$ cat config.mk
export PLATFORM = sky130hd
export DESIGN_NAME = rmsc_top
export DESIGN_NICKNAME = d
export VERILOG_FILES = /design/src/rmsc_top.v /design/src/rmsc_mem_chan.v /design/src/rmsc_ms_timer.v
export VERILOG_INCLUDE_DIRS = /design/src /design/src/src
export SDC_FILE = /design/constraint.sdc
export NUM_CORES = 2
export LEC_CHECK = 0
export BUFFER_PORTS_ARGS = -buffer_cell sky130_fd_sc_hd__buf_2
export CORE_ASPECT_RATIO = 1.75
export CORE_MARGIN = 1
export CORE_UTILIZATION = 57
export CTS_CLUSTER_SIZE = 10
export DETAILED_ROUTE_END_ITERATION = 8
export GPL_TIMING_DRIVEN = 0
export PLACE_DENSITY = 0.76
export SLEW_MARGIN = 5
export SYNTH_ARGS = -nofsm -noshare
export SYNTH_HDL_FRONTEND = slang
export SYNTH_SLANG_ARGS = --single-unit
$ cat constraint.sdc
create_clock -name SYS_CLK -period 11.75 [get_ports SYS_CLK]
set_input_delay 1.175 -clock SYS_CLK [delete_from_list [all_inputs] [get_ports SYS_CLK]]
set_output_delay 1.175 -clock SYS_CLK [all_outputs]
set_load 0.005 [all_outputs]
$ cat src/rmsc_defs.vh
`ifndef RMSC_DEFS_VH
`define RMSC_DEFS_VH
// ----------------------------------------
// Register indices (byte address = 4 * index)
// ----------------------------------------
`define RMSC_IDX_CMD 30'h00000000
`define RMSC_IDX_STATE 30'h00000001
`define RMSC_IDX_CFG 30'h00000002
`define RMSC_IDX_RLEN 30'h00000003
`define RMSC_IDX_WSTART 30'h00000004
`define RMSC_IDX_WLEN 30'h00000005
`define RMSC_IDX_DAT0 30'h00000006
`define RMSC_IDX_DAT1 30'h00000007
`define RMSC_IDX_ISTAT 30'h00000008
`define RMSC_IDX_IMASK 30'h00000009
`define RMSC_IDX_WAIT 30'h000480da
// ----------------------------------------
// Command codes and state word values
// ----------------------------------------
`define RMSC_CODE_LAUNCH 32'h0000000b
`define RMSC_CODE_HALT 32'h00000014
`define RMSC_SW_ARMED 32'h00000000
`define RMSC_SW_TRIG 32'h0000000a
`define RMSC_SW_STOP 32'h00000014
// ----------------------------------------
// Field positions and reset values
// ----------------------------------------
`define RMSC_CFG_CH0 0
`define RMSC_CFG_CH1 1
`define RMSC_CFG_FMT0 2
`define RMSC_CFG_W 4
`define RMSC_CFG_RST 4'h1
`define RMSC_IRQ_DONE 0
`define RMSC_IRQ_TMO 1
`define RMSC_IRQ_HALT 2
`define RMSC_IRQ_W 3
`define RMSC_ZERO32 32'h00000000
`define RMSC_ONE32 32'h00000001
// ----------------------------------------
// Timing
// ----------------------------------------
`define RMSC_MS_NS 32'h000f4240
`define RMSC_CLK_NS 32'h00000004
`define RMSC_CYC_PER_MS (`RMSC_MS_NS / `RMSC_CLK_NS)
`endif

$ cat src/rmsc_top.v
// Implementation choice: the AHB-Lite slave port.
`timescale 1ns/100ps
`default_nettype none
// Overview of operation
// RQ1 - Code 11 starts interrupt-driven generation
// RQ2 - Code 20 halts generation at once
// RQ3 - Completion reported only after generation finishes
// RQ4 - Wait limit in ms, zero waits forever
// RQ5 - Expired wait limit reports error, not completion
// RQ6 - Two memory channels, 0 and 1
// RQ7 - Only output channel 0 leaves memory 1 unused
// RQ8 - Host interleaves shared channels, scales start, length
// RQ9 - Write start counts samples, zero is first
// RQ10 - Write length counts samples from start
// RQ11 - Host fills whole memory before starting
// RQ12 - Memory words are always 16 bits
// RQ13 - Byte format: sample N low, N+1 high
// RQ14 - Word format: one sample, bit 15 top
// RQ15 - Halt ignores remaining post-trigger count
// RQ16 - State word reads 0, 10 or 20
// RQ17 - Other command codes are ignored
`include "rmsc_defs.vh"
module rmsc_top #(
    parameter [31:0] CYC_PER_MS = `RMSC_CYC_PER_MS,
    parameter AW = 6
) (
    input wire SYS_CLK,
    input wire RESET,
    input wire HSEL,
    input wire [31:0] HADDR,
    input wire [1:0] HTRANS,
    input wire HWRITE,
    input wire [2:0] HSIZE,
    input wire [31:0] HWDATA,
    input wire HREADY,
    output wire [31:0] HRDATA,
    output wire HREADYOUT,
    output wire HRESP,
    output wire IRQ,
    input wire SAMPLE_CLK_IN,
    input wire TRIG_IN,
    output wire [15:0] OUT_CH0,
    output wire [15:0] OUT_CH1,
    output wire OUT_VALID
);
    localparam [1:0] ST_STOP = 2'h0;
    localparam [1:0] ST_ARMED = 2'h1;
    localparam [1:0] ST_TRIG = 2'h2;

    // ----------------------------------------
    // AHB-Lite slave
    // ----------------------------------------
    reg wr_ph_reg;
    reg rd_ph_reg;
    reg rd_wait_reg;
    reg [29:0] idx_reg;
    reg [31:0] hrdata_reg;
    reg [31:0] rd_mux;
    wire take = HSEL & HTRANS[1] & HREADY;

    // Reads take one wait state so a write just before is seen
    assign HREADYOUT = ~(rd_ph_reg & ~rd_wait_reg);
    assign HRESP = 1'b0;
    assign HRDATA = hrdata_reg;

    function wr_hit;
        input ph;
        input [29:0] cur;
        input [29:0] want;
        begin
            wr_hit = ph && (cur == want);
        end
    endfunction

    always @(posedge SYS_CLK or posedge RESET) begin
        if (RESET) begin
            wr_ph_reg <= 1'b0;
            rd_ph_reg <= 1'b0;
            rd_wait_reg <= 1'b0;
            idx_reg <= 30'h00000000;
            hrdata_reg <= `RMSC_ZERO32;
        end else begin
            if (HREADY) begin
                wr_ph_reg <= take & HWRITE;
                rd_ph_reg <= take & ~HWRITE;
            end
            if (take)
                idx_reg <= HADDR[31:2];
            rd_wait_reg <= rd_ph_reg & ~rd_wait_reg;
            if (rd_ph_reg & ~rd_wait_reg)
                hrdata_reg <= rd_mux;
        end
    end

    wire cmd_wr = wr_hit(wr_ph_reg, idx_reg, `RMSC_IDX_CMD);

    // ----------------------------------------
    // Pin synchronisers
    // ----------------------------------------
    reg sclk_meta_reg;
    reg sclk_sync_reg;
    reg sclk_last_reg;
    reg trig_meta_reg;
    reg trig_sync_reg;
    reg trig_last_reg;
    always @(posedge SYS_CLK or posedge RESET) begin
        if (RESET) begin
            sclk_meta_reg <= 1'b0;
            sclk_sync_reg <= 1'b0;
            sclk_last_reg <= 1'b0;
            trig_meta_reg <= 1'b0;
            trig_sync_reg <= 1'b0;
            trig_last_reg <= 1'b0;
        end else begin
            sclk_meta_reg <= SAMPLE_CLK_IN;
            sclk_sync_reg <= sclk_meta_reg;
            sclk_last_reg <= sclk_sync_reg;
            trig_meta_reg <= TRIG_IN;
            trig_sync_reg <= trig_meta_reg;
            trig_last_reg <= trig_sync_reg;
        end
    end
    wire tick = sclk_sync_reg & ~sclk_last_reg;
    wire trig_rise = trig_sync_reg & ~trig_last_reg;

    // ----------------------------------------
    // Software registers
    // ----------------------------------------
    reg [31:0] cmd_reg;
    reg [`RMSC_CFG_W-1:0] cfg_reg;
    reg [31:0] rlen_reg;
    reg [31:0] wptr_reg;
    reg [31:0] wleft_reg;
    reg [31:0] wait_reg;
    reg [`RMSC_IRQ_W-1:0] mask_reg;
    reg [`RMSC_IRQ_W-1:0] istat_reg;
    reg [`RMSC_IRQ_W-1:0] ev;
    reg [1:0] st_reg;
    reg [1:0] st_next;
    wire ch1_on = cfg_reg[`RMSC_CFG_CH1];
    wire [1:0] dat_wr;
    wire more = (wleft_reg != `RMSC_ZERO32);

    assign dat_wr[0] = wr_hit(wr_ph_reg, idx_reg, `RMSC_IDX_DAT0) & more;
    // RQ7 memory 1 idle
    assign dat_wr[1] = wr_hit(wr_ph_reg, idx_reg, `RMSC_IDX_DAT1) & more & ch1_on;

    always @(posedge SYS_CLK or posedge RESET) begin
        if (RESET) begin
            cmd_reg <= `RMSC_ZERO32;
            cfg_reg <= `RMSC_CFG_RST;
            rlen_reg <= `RMSC_ZERO32;
            wait_reg <= `RMSC_ZERO32;
            mask_reg <= {`RMSC_IRQ_W{1'b0}};
        end else begin
            if (cmd_wr)
                cmd_reg <= HWDATA;
            if (wr_hit(wr_ph_reg, idx_reg, `RMSC_IDX_CFG))
                cfg_reg <= HWDATA[`RMSC_CFG_W-1:0];
            if (wr_hit(wr_ph_reg, idx_reg, `RMSC_IDX_RLEN))
                rlen_reg <= HWDATA;
            // RQ4 wait limit held
            if (wr_hit(wr_ph_reg, idx_reg, `RMSC_IDX_WAIT))
                wait_reg <= HWDATA;
            if (wr_hit(wr_ph_reg, idx_reg, `RMSC_IDX_IMASK))
                mask_reg <= HWDATA[`RMSC_IRQ_W-1:0];
        end
    end

    // RQ9 start in samples
    // RQ10 length in samples
    always @(posedge SYS_CLK or posedge RESET) begin
        if (RESET) begin
            wptr_reg <= `RMSC_ZERO32;
            wleft_reg <= `RMSC_ZERO32;
        end else begin
            if (wr_hit(wr_ph_reg, idx_reg, `RMSC_IDX_WSTART))
                wptr_reg <= HWDATA;
            else if (|dat_wr)
                wptr_reg <= wptr_reg + `RMSC_ONE32;
            if (wr_hit(wr_ph_reg, idx_reg, `RMSC_IDX_WLEN))
                wleft_reg <= HWDATA;
            else if (|dat_wr)
                wleft_reg <= wleft_reg - `RMSC_ONE32;
        end
    end

    // Set wins over the write-one clear
    always @(posedge SYS_CLK or posedge RESET) begin
        if (RESET)
            istat_reg <= {`RMSC_IRQ_W{1'b0}};
        else if (wr_hit(wr_ph_reg, idx_reg, `RMSC_IDX_ISTAT))
            istat_reg <= (istat_reg & ~HWDATA[`RMSC_IRQ_W-1:0]) | ev;
        else
            istat_reg <= istat_reg | ev;
    end
    assign IRQ = |(istat_reg & mask_reg);

    // ----------------------------------------
    // Replay memory channels
    // ----------------------------------------
    reg [31:0] play_reg;
    wire [31:0] mem_rd;
    genvar g;
    // RQ6 two memory channels
    // RQ12 16-bit words
    generate
        for (g = 0; g < 2; g = g + 1) begin : mc
            rmsc_mem_chan #(
                .AW(AW)
            ) u_mem (
                .clk(SYS_CLK),
                .rst(RESET),
                .wr_en(dat_wr[g]),
                .wr_idx(wptr_reg[AW:0]),
                .wr_byte(cfg_reg[`RMSC_CFG_FMT0+g]),
                .wr_data(HWDATA[15:0]),
                .rd_idx(play_reg[AW:0]),
                .rd_byte(cfg_reg[`RMSC_CFG_FMT0+g]),
                .rd_data_reg(mem_rd[g*16+:16])
            );
        end
    endgenerate

    // ----------------------------------------
    // Wait-limit timer
    // ----------------------------------------
    wire expired;
    rmsc_ms_timer #(
        .CYC_PER_MS(CYC_PER_MS)
    ) u_timer (
        .clk(SYS_CLK),
        .rst(RESET),
        .run(st_reg != ST_STOP),
        .limit_ms(wait_reg),
        .expired_reg(expired)
    );

    // ----------------------------------------
    // Generation control
    // ----------------------------------------
    wire last = (play_reg + `RMSC_ONE32) >= rlen_reg;
    always @* begin
        st_next = st_reg;
        ev = {`RMSC_IRQ_W{1'b0}};
        // RQ2 halt from any state
        // RQ15 no post-trigger wait
        if (cmd_wr && HWDATA == `RMSC_CODE_HALT) begin
            st_next = ST_STOP;
            ev[`RMSC_IRQ_HALT] = (st_reg != ST_STOP);
        // RQ1 interrupt-driven start
        end else if (cmd_wr && HWDATA == `RMSC_CODE_LAUNCH) begin
            if (st_reg == ST_STOP)
                st_next = ST_ARMED;
        // RQ17 other codes ignored
        end else begin
            case (st_reg)
                ST_ARMED: begin
                    // RQ5 timeout is an error
                    if (expired) begin
                        st_next = ST_STOP;
                        ev[`RMSC_IRQ_TMO] = 1'b1;
                    end else if (trig_rise) begin
                        st_next = ST_TRIG;
                    end
                end
                ST_TRIG: begin
                    if (expired) begin
                        st_next = ST_STOP;
                        ev[`RMSC_IRQ_TMO] = 1'b1;
                    // RQ3 done after last sample
                    end else if (tick && last) begin
                        st_next = ST_STOP;
                        ev[`RMSC_IRQ_DONE] = 1'b1;
                    end
                end
                default: begin
                    st_next = st_reg;
                end
            endcase
        end
    end

    reg [15:0] out0_reg;
    reg [15:0] out1_reg;
    reg valid_reg;
    always @(posedge SYS_CLK or posedge RESET) begin
        if (RESET) begin
            st_reg <= ST_STOP;
            play_reg <= `RMSC_ZERO32;
            out0_reg <= 16'h0000;
            out1_reg <= 16'h0000;
            valid_reg <= 1'b0;
        end else begin
            st_reg <= st_next;
            valid_reg <= 1'b0;
            if (st_reg == ST_STOP)
                play_reg <= `RMSC_ZERO32;
            else if (st_reg == ST_TRIG && tick && st_next == ST_TRIG)
                play_reg <= play_reg + `RMSC_ONE32;
            if (st_reg == ST_TRIG && tick && !expired) begin
                out0_reg <= cfg_reg[`RMSC_CFG_CH0] ? mem_rd[15:0] : 16'h0000;
                out1_reg <= ch1_on ? mem_rd[31:16] : 16'h0000;
                valid_reg <= 1'b1;
            end
        end
    end
    assign OUT_CH0 = out0_reg;
    assign OUT_CH1 = out1_reg;
    assign OUT_VALID = valid_reg;

    // ----------------------------------------
    // Read-back
    // ----------------------------------------
    function [31:0] state_word;
        input [1:0] s;
        begin
            case (s)
                ST_ARMED: state_word = `RMSC_SW_ARMED;
                ST_TRIG: state_word = `RMSC_SW_TRIG;
                default: state_word = `RMSC_SW_STOP;
            endcase
        end
    endfunction

    always @* begin
        rd_mux = `RMSC_ZERO32;
        case (idx_reg)
            `RMSC_IDX_CMD: rd_mux = cmd_reg;
            // RQ16 state word codes
            `RMSC_IDX_STATE: rd_mux = state_word(st_reg);
            `RMSC_IDX_CFG: rd_mux[`RMSC_CFG_W-1:0] = cfg_reg;
            `RMSC_IDX_RLEN: rd_mux = rlen_reg;
            `RMSC_IDX_WSTART: rd_mux = wptr_reg;
            `RMSC_IDX_WLEN: rd_mux = wleft_reg;
            `RMSC_IDX_ISTAT: rd_mux[`RMSC_IRQ_W-1:0] = istat_reg;
            `RMSC_IDX_IMASK: rd_mux[`RMSC_IRQ_W-1:0] = mask_reg;
            `RMSC_IDX_WAIT: rd_mux = wait_reg;
            default: rd_mux = `RMSC_ZERO32;
        endcase
    end
endmodule
`default_nettype wire

$ cat src/rmsc_mem_chan.v
`timescale 1ns/100ps
`default_nettype none
// ----------------------------------------
// One 16-bit replay memory channel
// ----------------------------------------
module rmsc_mem_chan #(
    parameter AW = 6
) (
    input wire clk,
    input wire rst,
    input wire wr_en,
    input wire [AW:0] wr_idx,
    input wire wr_byte,
    input wire [15:0] wr_data,
    input wire [AW:0] rd_idx,
    input wire rd_byte,
    output reg [15:0] rd_data_reg
);
    reg [15:0] mem [0:(1<<AW)-1];
    // Byte format holds two samples per word
    function [AW-1:0] wsel;
        input [AW:0] i;
        input b;
        begin
            wsel = b ? i[AW:1] : i[AW-1:0];
        end
    endfunction
    wire [AW-1:0] ww = wsel(wr_idx, wr_byte);
    wire [AW-1:0] rw = wsel(rd_idx, rd_byte);
    // RQ13 odd sample in high byte
    always @(posedge clk) begin
        if (wr_en) begin
            if (!wr_byte)
                mem[ww] <= wr_data;
            else if (wr_idx[0])
                mem[ww][15:8] <= wr_data[7:0];
            else
                mem[ww][7:0] <= wr_data[7:0];
        end
    end
    // RQ14 word sample read whole
    always @(posedge clk or posedge rst) begin
        if (rst)
            rd_data_reg <= 16'h0000;
        else if (!rd_byte)
            rd_data_reg <= mem[rw];
        else if (rd_idx[0])
            rd_data_reg <= {8'h00, mem[rw][15:8]};
        else
            rd_data_reg <= {8'h00, mem[rw][7:0]};
    end
endmodule
`default_nettype wire

$ cat src/rmsc_ms_timer.v
`timescale 1ns/100ps
`default_nettype none
`include "rmsc_defs.vh"
// ----------------------------------------
// Millisecond wait-limit timer
// ----------------------------------------
module rmsc_ms_timer #(
    parameter [31:0] CYC_PER_MS = `RMSC_CYC_PER_MS
) (
    input wire clk,
    input wire rst,
    input wire run,
    input wire [31:0] limit_ms,
    output reg expired_reg
);
    reg [31:0] cyc_reg;
    reg [31:0] ms_reg;
    wire ms_end = (cyc_reg == CYC_PER_MS - `RMSC_ONE32);
    always @(posedge clk or posedge rst) begin
        if (rst) begin
            cyc_reg <= `RMSC_ZERO32;
            ms_reg <= `RMSC_ZERO32;
            expired_reg <= 1'b0;
        end else if (!run) begin
            cyc_reg <= `RMSC_ZERO32;
            ms_reg <= `RMSC_ZERO32;
            expired_reg <= 1'b0;
        end else begin
            cyc_reg <= ms_end ? `RMSC_ZERO32 : cyc_reg + `RMSC_ONE32;
            if (ms_end)
                ms_reg <= ms_reg + `RMSC_ONE32;
            // RQ4 zero waits forever
            expired_reg <= (limit_ms != `RMSC_ZERO32) && (ms_reg >= limit_ms);
        end
    end
endmodule
`default_nettype wire

==> reports/qor.yml <==
critical_path:
  rrSetupSlack_ps: 5060
  critPathMaxFanout: 10
  critPathCaptureType: "flip-flop"
  regToRegStartpoint: "play_reg[0]"
  cpPeakStageDelay_ps: 1190
  startpoint: "play_reg[0]"
  worst_r2r_endpoint: "play_reg[0]"
  ff2ff_path_depth: 19
  cp-start-kind: "flip-flop"
  slowest_stage: "o31ai_1"
  critPathArrivalTime_ps: 7400
  cpMostUsedCell: "clkbuf_1"
  path_cells: "clkbuf_1 > nand3_1 > nor3_1 > and3_1 > clkbuf_1 > nand4_1 > nor2_1 > nand3_1 > xnor2_1 > ha_1 > nand4_1 > nor3_1 > a21oi_1 > a21o_1 > o21a_1 > o31ai_1 > clkbuf_1 > a21oi_1 > mux2_2"
  worstPathRequired_ps: 12460
  path_class: "flip-flop to flip-flop"
floorplan:
  core-area_sq_mm: 0.1766
  die_w_microns: 320.8
  dieArea_sq_mm: 0.1797
  fp.dieH_microns: 560.0
  initial_core_util_pct: 57.41
  ios: 144
  rows: 204
clock_network:
  path_clk_slew_ps: 60
  cts_tree: "done"
  cts.htree.levels: 5
  cts_root_buf: "clkbuf_16"
  cts_buffers: 288
  clock_path_buffers: 4
  cts_setup_buffers: 0
  hold_buffers: 0
  post_cts_resized: 0
  cts_sinks: 2453
  insertion_delay_ps: 850
global_routing:
  track_usage_pct: 30.87
  gr-total-overflow: 0
  antenna_found_initial: 7
  grt_max_degree: 109
  grt_pass1_vias: 61920
  grt_pass1_wl_mm: 403.2
detailed_routing:
  post_drt_wl_per_cell_microns: 30.07
  highest_layer: "met5"
  vias_per_cell: 6.509
  dr.pass1.iters: 8
  drt_wl_total_mm: 276.7
  drtIter0Drc: 6606
  met3_wirelength_mm: 22.19
  drtAntennaViolNets: 0
  wl_met1_mm: 89.32
  vias: 59910
  drcViolationCount: 0
  dr_wl_met2_mm: 141.9
power:
  clockPowerShare_pct: 43.4
  p_seq_share_pct: 52.3
  p_sw_share_pct: 21.36
  max-vdd-ir-drop_mv: 0.1141
  cellPowerDensity_mw_per_mm2: 160.3
  p_leak_nw: 39.07
  intPower_w: 0.01431
  power_frac_comb_pct: 4.3
  p_sw_w: 0.003887
layout:
  largest_reg_flops: 2048
  stdcell_count: 9204
  nFillCells: 11950
  area_growth_pct: 11.98
  layout-drive-gt1-share_pct: 18.38
  nets: 6892
  largest-register: "mc.u_mem.mem"
logic_synthesis:
  yosysWarnings: 0
  netlist_top_cells_area: "edfxtp_1 61%, mux4_2 11%, dfrtp_1 10%"
  yosys.area.top_type: "edfxtp_1"
  synthFlopType: "edfxtp_1"
  synth.yosys.seq_area_share_pct: 70.65
  postSynthRegisterBits: 2453
  ys_top_cells_by_count: "2048 x edfxtp_1, 899 x nand2_1, 512 x mux4_2, 431 x nor2_1, 404 x dfrtp_1"
  synth-edff-count: 2048
  yosysMostFrequentCell: "edfxtp_1"
  syn-instance-count: 6294
  async_flop_share_pct: 16.51
  synth_cell_types: 82
  syn_area_sq_mm: 0.1014
  yosysTopAreaCellShare_pct: 60.65
  synth.net_count: 6442
  synth.avg_cell_area_sq_um: 16.11
sta:
  final_max_slew_viol_count: 13
  fin_crit_sh_pct: 56.90
  worst_pin_slew_ps: 1527
  hold_viol: 0
  setup_violations: 0
  hold_slack_ps: 367.1
  finClkSkew_ps: 53.65
  rsz0062_at_grt: "false"
  period_needed_ps: 6686
  max_freq_mhz: 149.6
  slew_headroom_pct: -2.511
  fin_tns_setup_ps: 0
outcome:
  status: "finished with violations"
  violations: "capacitance limit, slew limit"
place:
  io_buffers: 136
  globalplace.congestion: 0.9572
  placed_cells: 8823
  detailed_place_hpwl_mm: 188.3
run:
  cap_violations: 3
hold_path:
  hold_end: "trig_sync_reg"
  hold_class: "flip-flop to flip-flop"
  hold_path_depth: 0
  hold_start: "trig_meta_reg"
[routing by layer]
metal / vias up / GRT usage (%)
li1: 25060 / -
met1: 30440 / 33.91
met2: 3429 / 53.53
met3: 974 / 5.946
met4: 8 / 21.93
met5: - / 0
[layout by cell type (no fill, tap or decap), types with 11 or more instances in the layout]
cell	Yosys	layout
clkbuf_1	208	271
buf_2	71	199
nor4_1	30	30
and2_1	12	12
a22oi_1	23	22
a21oi_1	60	60
nand4_1	47	47
a31oi_1	70	68
nand2_1	899	899
and3_1	112	112
buf_4	10	17
a211oi_1	21	21
or3_1	16	16
nor3_1	32	30
o21ai_0	209	209
clkbuf_16	0	295
nor2_1	431	431
o22ai_1	22	22
o21a_1	17	17
a221o_1	20	20
a21o_1	11	11
nand3_1	198	198
edfxtp_1	2048	2048
a221oi_1	32	32
xnor2_1	54	54
a311oi_1	34	33
inv_1	94	93
mux4_2	512	512
ha_1	72	72
mux2i_1	45	42
xor2_1	67	67
nand2b_1	27	27
mux2_2	153	145
nor2b_1	66	66
buf_12	0	11
buf_1	61	61
dfrtp_1	404	404
[through the flow]
stage | cell area [sq um] | util, % | power (W) | setup WS (ps)
global placement | 105000 | 59.47 | 0.01043 | 2662
finish | 113500 | 64.28 | 0.01820 | 5064
detailed placement | 105600 | 59.78 | 0.01047 | 5234
CTS | 113500 | 64.25 | 0.01820 | 5195
global route | 113500 | 64.28 | 0.01857 | 4895
floorplan | 101400 | - | 0.01015 | 5120
[worst max-delay path by stage]
stage	to	slack [ps]	cells after the start
global route	play_reg[0]	4890	19
detailed placement	play_reg[0]	5230	19
CTS	play_reg[0]	5190	19
floorplan	HRDATA[0]	5120	1
finish	play_reg[0]	5060	19
global placement	mc[1].u_mem.rd_data_reg[11]	2660	2
[area by class of cell]
class | count | area (sq um) | share of cell area [%]
Timing Repair Buffer | 160 | 1205 | 1.061
Clock buffer | 360 | 7646 | 6.734
Clock inverter | 18 | 242.7 | 0.2138
Tap cell | 2369 | 2964 | 2.611
Inverter | 94 | 356.6 | 0.3141
Antenna cell | 3 | 7.507 | 0.006612
Buffer | 351 | 1445 | 1.273
Sequential cell | 2453 | 71640 | 63.09
Multi-Input combinational cell | 3396 | 28040 | 24.70
[power by group through the flow]
stage | sequential [W] | combinational, W | clock (W)
after floorplan | 0.00968 | 0.000462 | 0
after global placement | 0.00970 | 0.000731 | 0
after detailed placement | 0.00970 | 0.000773 | 0
after CTS | 0.00952 | 0.000780 | 0.00790
after global routing | 0.00952 | 0.000826 | 0.00822
final | 0.00952 | 0.000784 | 0.00789
[cell families (layout without fill, tap and decap cells)]
group	after synthesis	after routing	share of synthesized area [%]
buf+inv	445	983	1.773
other cells	1	4	0.003698
fa+ha+maj	72	72	0.8884
xor+xnor	121	121	1.045
compound gates	579	579	3.739
mux	710	710	13.52
flops	2453	2453	70.65
simple gates	1913	1913	8.388
[worst max-delay path: cells and delay by family (launching register included)]
family,cells,cell delay (ps)
and+or+nand+nor,8,2170
AOI/OAI and AO/OA,5,2060
buffers and inverters,3,1180
DFF,1,370
muxes,1,310
adders and majority gates,1,300
xor gates and xnor gates,1,150
No activity file was read; power rests on OpenSTA's default activity.
